## src/cpg_defs.vh

```
// constants for the coprocessor permission and secure debug register bank
`ifndef CPG_DEFS_VH
`define CPG_DEFS_VH
`define CPG_OPC1_SEL        3'h0
`define CPG_CRN_SEL         4'h1
`define CPG_CRM_PERM        4'h0
`define CPG_OPC2_PERM       3'h2
`define CPG_CRM_DBG         4'h1
`define CPG_OPC2_DBG        3'h1
`define CPG_SIMD_BIT        31
`define CPG_UPPER_BIT       30
`define CPG_C11_HI          23
`define CPG_C11_LO          22
`define CPG_C10_HI          21
`define CPG_C10_LO          20
`define CPG_DBG_NONINV_BIT  1
`define CPG_DBG_INV_BIT     0
`define CPG_PERM_DENIED     2'h0
`define CPG_PERM_PRIV       2'h1
`define CPG_PERM_RSVD       2'h2
`define CPG_PERM_FULL       2'h3
`define CPG_NUM_DEBUG_CP    4'hE
`define CPG_NUM_SYSCTL_CP   4'hF
`define CPG_NUM_COPROC_TEN_PERMISSION        4'hA
`define CPG_NUM_COPROC_ELEVEN_PERMISSION        4'hB
`define CPG_ZERO32          32'h00000000
`endif

```

## src/cpg_perm_check.v

```verilog
// permission decode for one floating point coprocessor field
`timescale 1ns/10ps
`include "cpg_defs.vh"
module cpg_perm_check (
  input  wire [1:0] field,
  input  wire       privileged,
  input  wire       secure,
  input  wire       ns_gate,
  output wire       allowed
);
  wire mode_ok;
  assign mode_ok = (field == `CPG_PERM_FULL) ||
                   ((field == `CPG_PERM_PRIV) && privileged);  // see RQ7 see RQ8 see RQ23
  assign allowed = mode_ok && (secure || ns_gate);  // see RQ10
endmodule

```

## src/cpg_regs.v

```verilog
// coprocessor permission control and secure user debug permit registers
//
// Function
// RQ1: permission register privileged only, one shared copy
// RQ2: debug and system coprocessors never gated here
// RQ3: simd disable makes simd-only instructions undefined
// RQ4: upper disable makes D16-D31 instructions undefined
// RQ5: float-only build: both disable bits read one
// RQ6: no float build: disable bits unknown, write zero
// RQ7: field codes: 01 privileged, 10 reserved, 11 all
// RQ8: fields reset denied; denied use is undefined
// RQ9: absent coprocessor field keeps reading 00
// RQ10: non-secure use needs non-secure gate bit
// RQ11: field access governed by its non-secure gate bit
// RQ12: permission register at 0, c1, c0, 2
// RQ13: software issues barrier after permission update
// RQ14: software enables both coprocessors before system registers
// RQ15: debug permit register secure privileged only
// RQ16: bit 1 permits secure user non-invasive debug
// RQ17: bit 0 permits secure user invasive debug
// RQ18: debug permit register at 0, c1, c1, 1
// RQ19: non-secure simd lockout forces simd disable one
// RQ20: non-secure upper lockout forces upper disable one
// RQ21: gate bits 11/10 allow non-secure access
// RQ22: unused bits read zero, ignore writes
// RQ23: reserved code 10 behaves as denied
`timescale 1ns/10ps
`include "cpg_defs.vh"
module cpg_regs #(
  parameter HAS_FLOAT = 1,
  parameter HAS_SIMD  = 1
) (
  input  wire        clk,
  input  wire        rstn,
  input  wire        mv_valid,
  input  wire        mv_write,
  input  wire [2:0]  mv_opc1,
  input  wire [3:0]  mv_crn,
  input  wire [3:0]  mv_crm,
  input  wire [2:0]  mv_opc2,
  input  wire [31:0] mv_wdata,
  input  wire        cpu_privileged,
  input  wire        cpu_secure,
  input  wire        nonsecure_gate_coproc_ten_permission,
  input  wire        nonsecure_gate_coproc_eleven_permission,
  input  wire        nonsecure_simd_lockout,
  input  wire        nonsecure_upper_fp_lockout,
  input  wire        insn_valid,
  input  wire [3:0]  insn_coproc,
  input  wire        insn_simd_only,
  input  wire        insn_upper_regs,
  output reg  [31:0] mv_rdata,
  output wire        mv_hit,
  output wire        mv_undef,
  output wire        insn_undef,
  output wire        secure_user_noninvasive_debug,
  output wire        secure_user_invasive_debug
);
  reg        simd_only_disable_q;
  reg        upper_fp_regs_disable_q;
  reg  [1:0] coproc_ten_permission_q;
  reg  [1:0] coproc_eleven_permission_q;
  reg        dbg_noninv_q;
  reg        dbg_inv_q;
  wire       sel_perm;
  wire       sel_dbg;
  wire       perm_ok;
  wire       dbg_ok;
  wire       wr_perm;
  wire       wr_dbg;
  wire       simd_view;
  wire       upper_view;
  wire       simd_forced;
  wire       upper_forced;
  wire       c10_allowed;
  wire       c11_allowed;
  wire       cp_allowed;
  wire       simd_block;
  wire       upper_block;
  wire       fp_present;

  function sel_match;
    input [3:0] crm;
    input [2:0] opc2;
    begin
      sel_match = mv_valid && (mv_opc1 == `CPG_OPC1_SEL) && (mv_crn == `CPG_CRN_SEL) &&
                  (mv_crm == crm) && (mv_opc2 == opc2);
    end
  endfunction

  assign fp_present = (HAS_FLOAT != 0);
  assign sel_perm   = sel_match(`CPG_CRM_PERM, `CPG_OPC2_PERM);  // see RQ12
  assign sel_dbg    = sel_match(`CPG_CRM_DBG, `CPG_OPC2_DBG);  // see RQ18
  assign perm_ok    = cpu_privileged;  // see RQ1
  assign dbg_ok     = cpu_privileged && cpu_secure;  // see RQ15
  assign mv_hit     = sel_perm || sel_dbg;
  assign mv_undef   = (sel_perm && !perm_ok) || (sel_dbg && !dbg_ok);
  assign wr_perm    = sel_perm && perm_ok && mv_write;
  assign wr_dbg     = sel_dbg && dbg_ok && mv_write;

  // float-only build ties both disable bits high
  assign simd_forced  = fp_present && (HAS_SIMD == 0);  // see RQ5
  assign upper_forced = simd_forced;  // see RQ5
  // lockouts only act while running non-secure
  assign simd_view  = simd_forced || simd_only_disable_q ||
                      (!cpu_secure && nonsecure_simd_lockout);  // see RQ19
  assign upper_view = upper_forced || upper_fp_regs_disable_q ||
                      (!cpu_secure && nonsecure_upper_fp_lockout);  // see RQ20

  always @(posedge clk or negedge rstn) begin
    if (!rstn) begin
      simd_only_disable_q        <= 1'b0;
      upper_fp_regs_disable_q    <= 1'b0;
      coproc_ten_permission_q    <= `CPG_PERM_DENIED;  // see RQ8
      coproc_eleven_permission_q <= `CPG_PERM_DENIED;  // see RQ8
      dbg_noninv_q               <= 1'b0;  // see RQ16
      dbg_inv_q                  <= 1'b0;  // see RQ17
    end else begin
      if (wr_perm) begin
        // without float hardware the bits are kept at zero, writes should be zero
        if (fp_present && !simd_forced && !(!cpu_secure && nonsecure_simd_lockout)) begin
          simd_only_disable_q <= mv_wdata[`CPG_SIMD_BIT];  // see RQ3 see RQ6 see RQ19
        end
        if (fp_present && !upper_forced && !(!cpu_secure && nonsecure_upper_fp_lockout)) begin
          upper_fp_regs_disable_q <= mv_wdata[`CPG_UPPER_BIT];  // see RQ4 see RQ6 see RQ20
        end
        // absent coprocessors keep reading denied
        if (fp_present && (cpu_secure || nonsecure_gate_coproc_ten_permission)) begin
          coproc_ten_permission_q <= mv_wdata[`CPG_C10_HI:`CPG_C10_LO];  // see RQ9 see RQ11
        end
        if (fp_present && (cpu_secure || nonsecure_gate_coproc_eleven_permission)) begin
          coproc_eleven_permission_q <= mv_wdata[`CPG_C11_HI:`CPG_C11_LO];  // see RQ9 see RQ11
        end
      end
      if (wr_dbg) begin
        dbg_noninv_q <= mv_wdata[`CPG_DBG_NONINV_BIT];  // see RQ16
        dbg_inv_q    <= mv_wdata[`CPG_DBG_INV_BIT];  // see RQ17
      end
    end
  end

  always @* begin
    mv_rdata = `CPG_ZERO32;  // see RQ22
    if (sel_perm && perm_ok) begin
      mv_rdata[`CPG_SIMD_BIT]  = simd_view;
      mv_rdata[`CPG_UPPER_BIT] = upper_view;
      // non-secure reads of an ungated field show zero
      if (cpu_secure || nonsecure_gate_coproc_eleven_permission) begin
        mv_rdata[`CPG_C11_HI:`CPG_C11_LO] = coproc_eleven_permission_q;  // see RQ11
      end
      if (cpu_secure || nonsecure_gate_coproc_ten_permission) begin
        mv_rdata[`CPG_C10_HI:`CPG_C10_LO] = coproc_ten_permission_q;  // see RQ11
      end
    end else if (sel_dbg && dbg_ok) begin
      mv_rdata[`CPG_DBG_NONINV_BIT] = dbg_noninv_q;
      mv_rdata[`CPG_DBG_INV_BIT]    = dbg_inv_q;
    end
  end

  cpg_perm_check u_chk10 (
    .field      (coproc_ten_permission_q),
    .privileged (cpu_privileged),
    .secure     (cpu_secure),
    .ns_gate    (nonsecure_gate_coproc_ten_permission),  // see RQ21
    .allowed    (c10_allowed)
  );

  cpg_perm_check u_chk11 (
    .field      (coproc_eleven_permission_q),
    .privileged (cpu_privileged),
    .secure     (cpu_secure),
    .ns_gate    (nonsecure_gate_coproc_eleven_permission),  // see RQ21
    .allowed    (c11_allowed)
  );

  // only coprocessors 10 and 11 are gated; 14 and 15 pass untouched
  assign cp_allowed  = (insn_coproc == `CPG_NUM_COPROC_TEN_PERMISSION) ? c10_allowed :
                       (insn_coproc == `CPG_NUM_COPROC_ELEVEN_PERMISSION) ? c11_allowed : 1'b1;  // see RQ2
  assign simd_block  = insn_simd_only && simd_view;  // see RQ3
  assign upper_block = insn_upper_regs && upper_view;  // see RQ4
  assign insn_undef  = insn_valid && (!cp_allowed ||
                       (((insn_coproc == `CPG_NUM_COPROC_TEN_PERMISSION) || (insn_coproc == `CPG_NUM_COPROC_ELEVEN_PERMISSION)) &&
                        (simd_block || upper_block)));  // see RQ8 see RQ10

  assign secure_user_noninvasive_debug = dbg_noninv_q;  // see RQ16
  assign secure_user_invasive_debug    = dbg_inv_q;  // see RQ17
endmodule

```

## config.mk

```make
export PLATFORM = sky130hd
export DESIGN_NAME = cpg_regs
export DESIGN_NICKNAME = d
export VERILOG_FILES = /design/src/cpg_perm_check.v /design/src/cpg_regs.v
export VERILOG_INCLUDE_DIRS = /design/src
export SDC_FILE = /design/constraint.sdc
export NUM_CORES = 1
export LEC_CHECK = 0
export BUFFER_PORTS_ARGS = -buffer_cell sky130_fd_sc_hd__clkbuf_2
export CORE_MARGIN = 10
export CORE_UTILIZATION = 30
export CTS_CLUSTER_SIZE = 24
export DETAILED_ROUTE_END_ITERATION = 16
export GPL_TIMING_DRIVEN = 1
export PLACE_DENSITY = 0.8
export SLEW_MARGIN = 5
export SYNTH_ARGS = -nofsm -noshare
export SYNTH_HDL_FRONTEND = slang
export SYNTH_HIERARCHICAL = 1
export SYNTH_SLANG_ARGS = --single-unit
```

## constraint.sdc

```tcl
create_clock -name clk -period 1.11 [get_ports clk]
set_input_delay 0.1665 -clock clk [delete_from_list [all_inputs] [get_ports clk]]
set_output_delay 0.1665 -clock clk [all_outputs]
set_load 0.03 [all_outputs]
```

==> results_dict.tcl <==
set metrics [dict create \
    status "complete, but fails checks" \
    violations "negative setup slack" \
    setup_slack_ns -0.5442 \
    swShare 0.3788 \
    synth_area_per_cell_um2 9.607 \
    grt_use_met3 0.05034 \
    rsz0062_at_grt "true" \
    synth_top_cell_by_area "dfrtp_1" \
    io_pins 100 \
    die_area_um2 5297 \
    dr.pass1.iters 4 \
    root_buffer "clkbuf_4" \
    period_needed_ns 1.654 \
    whs_path_depth 2 \
    core.rowCount 19 \
    synth_most_common_cell "buf_4" \
    synth_top_cells_by_count "24 x buf_4, 12 x nor2_1, 8 x dfrtp_1, 7 x mux2_2, 6 x and2_1" \
    synth_top_flop_cell "dfrtp_1" \
    p_leak_uw 0.0007821 \
    core-area_um2 2710 \
    finalWeightedCongestion 0.7122 \
    syn_to_final_growth_pct 86.83 \
    cts_tree "yes" \
    ir_drop_mv 0.7139 \
    synth-edff-count 0 \
    antenna_found_initial 0 \
    worstPathRequired_ns 0.94 \
    met1_usage 0.09546 \
    crit_type "flop to output port" \
    drv_slew 0 \
    remaining_drc_errors 0 \
    initial_utilization 0.3084 \
    skew_ns 0 \
    grt.busiest_layer "met2" \
    drtIter0Drc 8 \
    clock-sinks 8 \
    whs_ns 0.1234 \
    setup_tns_ns -5.913 \
    totalPowerFinal_uw 838.3 \
    insertion_delay_ns 0.26 \
    power_frac_seq 0.348 \
    setup_viol 19 \
    cp-end-kind "output port" \
    p_switching_uw 317.5 \
    worst_ep_arrival_time_ns 1.49 \
    comb_power_share 0.366 \
    use_met2 0.1917 \
    place.port_buffers 51 \
    internal_power_uw 520.8 \
    post-place-ws_ns -0.5156 \
    ys_seq_area_frac 0.2395 \
    ys_types 25 \
    netlist_area_um2 835.8 \
    die_h_um 72.78 \
    viasPerCell 4.510 \
    grt_pass1_vias 1012 \
    ant_nets 0 \
    multiInputGateArea_um2 689.4 \
    cts_buffers 3 \
    period_share 1.490 \
    async_flop_share 1.000 \
    drive_above_1_share 0.6687 \
    regArea_um2 200.2 \
    hold_violations 0 \
    wl_per_cell_um 15.30 \
    final_core_util 0.5762 \
    dp.final_hpwl_mm 2.288 \
    track_usage 0.1079 \
    cap_violations 0 \
    chipWidth_um 72.78 \
    synth_top_cell_area_share 0.2395 \
    grt_max_degree 9 \
    hp-class "input port to flop" \
    yosys-top-cells-area "dfrtp_1 24%, buf_4 22%, mux2_2 9.4%" \
    p_per_area_nw_per_um2 536.9 \
    fill_cells 227 \
    syn_inst 87 \
    htreeDepth 1 \
    critPathLaunchType "flop" \
    routed_wl_mm 2.969 \
    cts.clk_slew.worst_paths_ns 0.06 \
    r2r_cells 2 \
    fin_nets 228 \
    antennaDiodeCount 0 \
    clkPwrFrac 0.286 \
    vias 875 \
    cp_max_fo 2 \
    timing.fmax_mhz 604.5 \
    clock_path_buffers 2 \
    grt_pass1_wl_mm 4.533 \
    synth-warning-count 6 \
    ys_ff_latch 8 \
    overflow 0 \
]
==> sequential cells by signal (all words and copies together) (netlist names) <==
register	count
coproc_ten_permission_q	2
simd_only_disable_q	1
upper_fp_regs_disable_q	1
secure_user_invasive_debug	1
coproc_eleven_permission_q	2
secure_user_noninvasive_debug	1
==> cells by family (layout without fill, tap and decap cells) <==
group           after synthesis  in the layout  synth area share
other cells                   1             24          0.004487
flops                         8              8            0.2395
buf+inv                      26             79            0.2246
simple gates                 37             37            0.3548
mux                           9              9            0.1213
compound gates                6              6           0.05540
==> layer usage <==
layer / wire (um) / up-vias
li1: - / 410
met1: 894 / 414
met2: 1577 / 47
met3: 432 / 4
met4: 65 / 0
met5: 0 / -
==> power groups by stage <==
stage / clock network [uW] / logic [uW] / registers (uW)
2_1_floorplan: 0 / 218 / 297
3_3_place_gp: 0 / 263 / 297
3_5_place_dp: 0 / 266 / 297
4_1_cts: 240 / 292 / 292
5_1_grt: 256 / 329 / 292
6_report: 240 / 307 / 292
==> cell type report <==
type,count,area share
Inverter,2,0.004808
Multi-Input combinational cell,76,0.4415
Tap cell,31,0.02484
Timing Repair Buffer,74,0.3862
Sequential cell,8,0.1282
Clock buffer,3,0.01442
==> metrics by stage <==
stage          area, um^2  std cells
2_1_floorplan       974.7        110
3_3_place_gp         1194        182
3_5_place_dp         1194        182
4_1_cts              1501        192
5_1_grt              1562        194
6_report             1562        194
==> layout by cell type, fill, tap and decap left out, types with 5 or more instances in the layout <==
cell / count
dfrtp_1: 8
clkbuf_2: 36
buf_6: 7
buf_4: 16
mux2_4: 8
nor2_4: 7
and2_4: 6
conb_1: 24
nor2_1: 5
buf_8: 12
==> critical path, cell delays in order, from the launching register on <==
cell     delay, ns
dfrtp_1       0.38
o221a_1       0.24
mux2_4        0.28
a31oi_4       0.17
buf_8         0.14
==> path summary, 6_finish.rpt <==
kind / to / start / slack (ns)
min: secure_user_noninvasive_debug / mv_wdata[1] / 0.12
max: insn_undef / coproc_ten_permission_q[1] / -0.54
max in group asynchronous: secure_user_invasive_debug / rstn / 0.65
max reg2reg: coproc_ten_permission_q[0] / coproc_ten_permission_q[0] / 0.21
min in group asynchronous: coproc_ten_permission_q[1] / rstn / 0.27
min reg2reg: secure_user_noninvasive_debug / secure_user_noninvasive_debug / 0.51
==> repair_timing <==
action / in CTS / in global routing
setup buffers: 6 / 3
hold buffers: 1 / 0
endpoints found under the hold margin: 8 / 0
pin swaps: 18 / 10
endpoints found under the setup margin: 19 / 19
resized for setup: 49 / 22
Power figures use the tool's default switching activity.
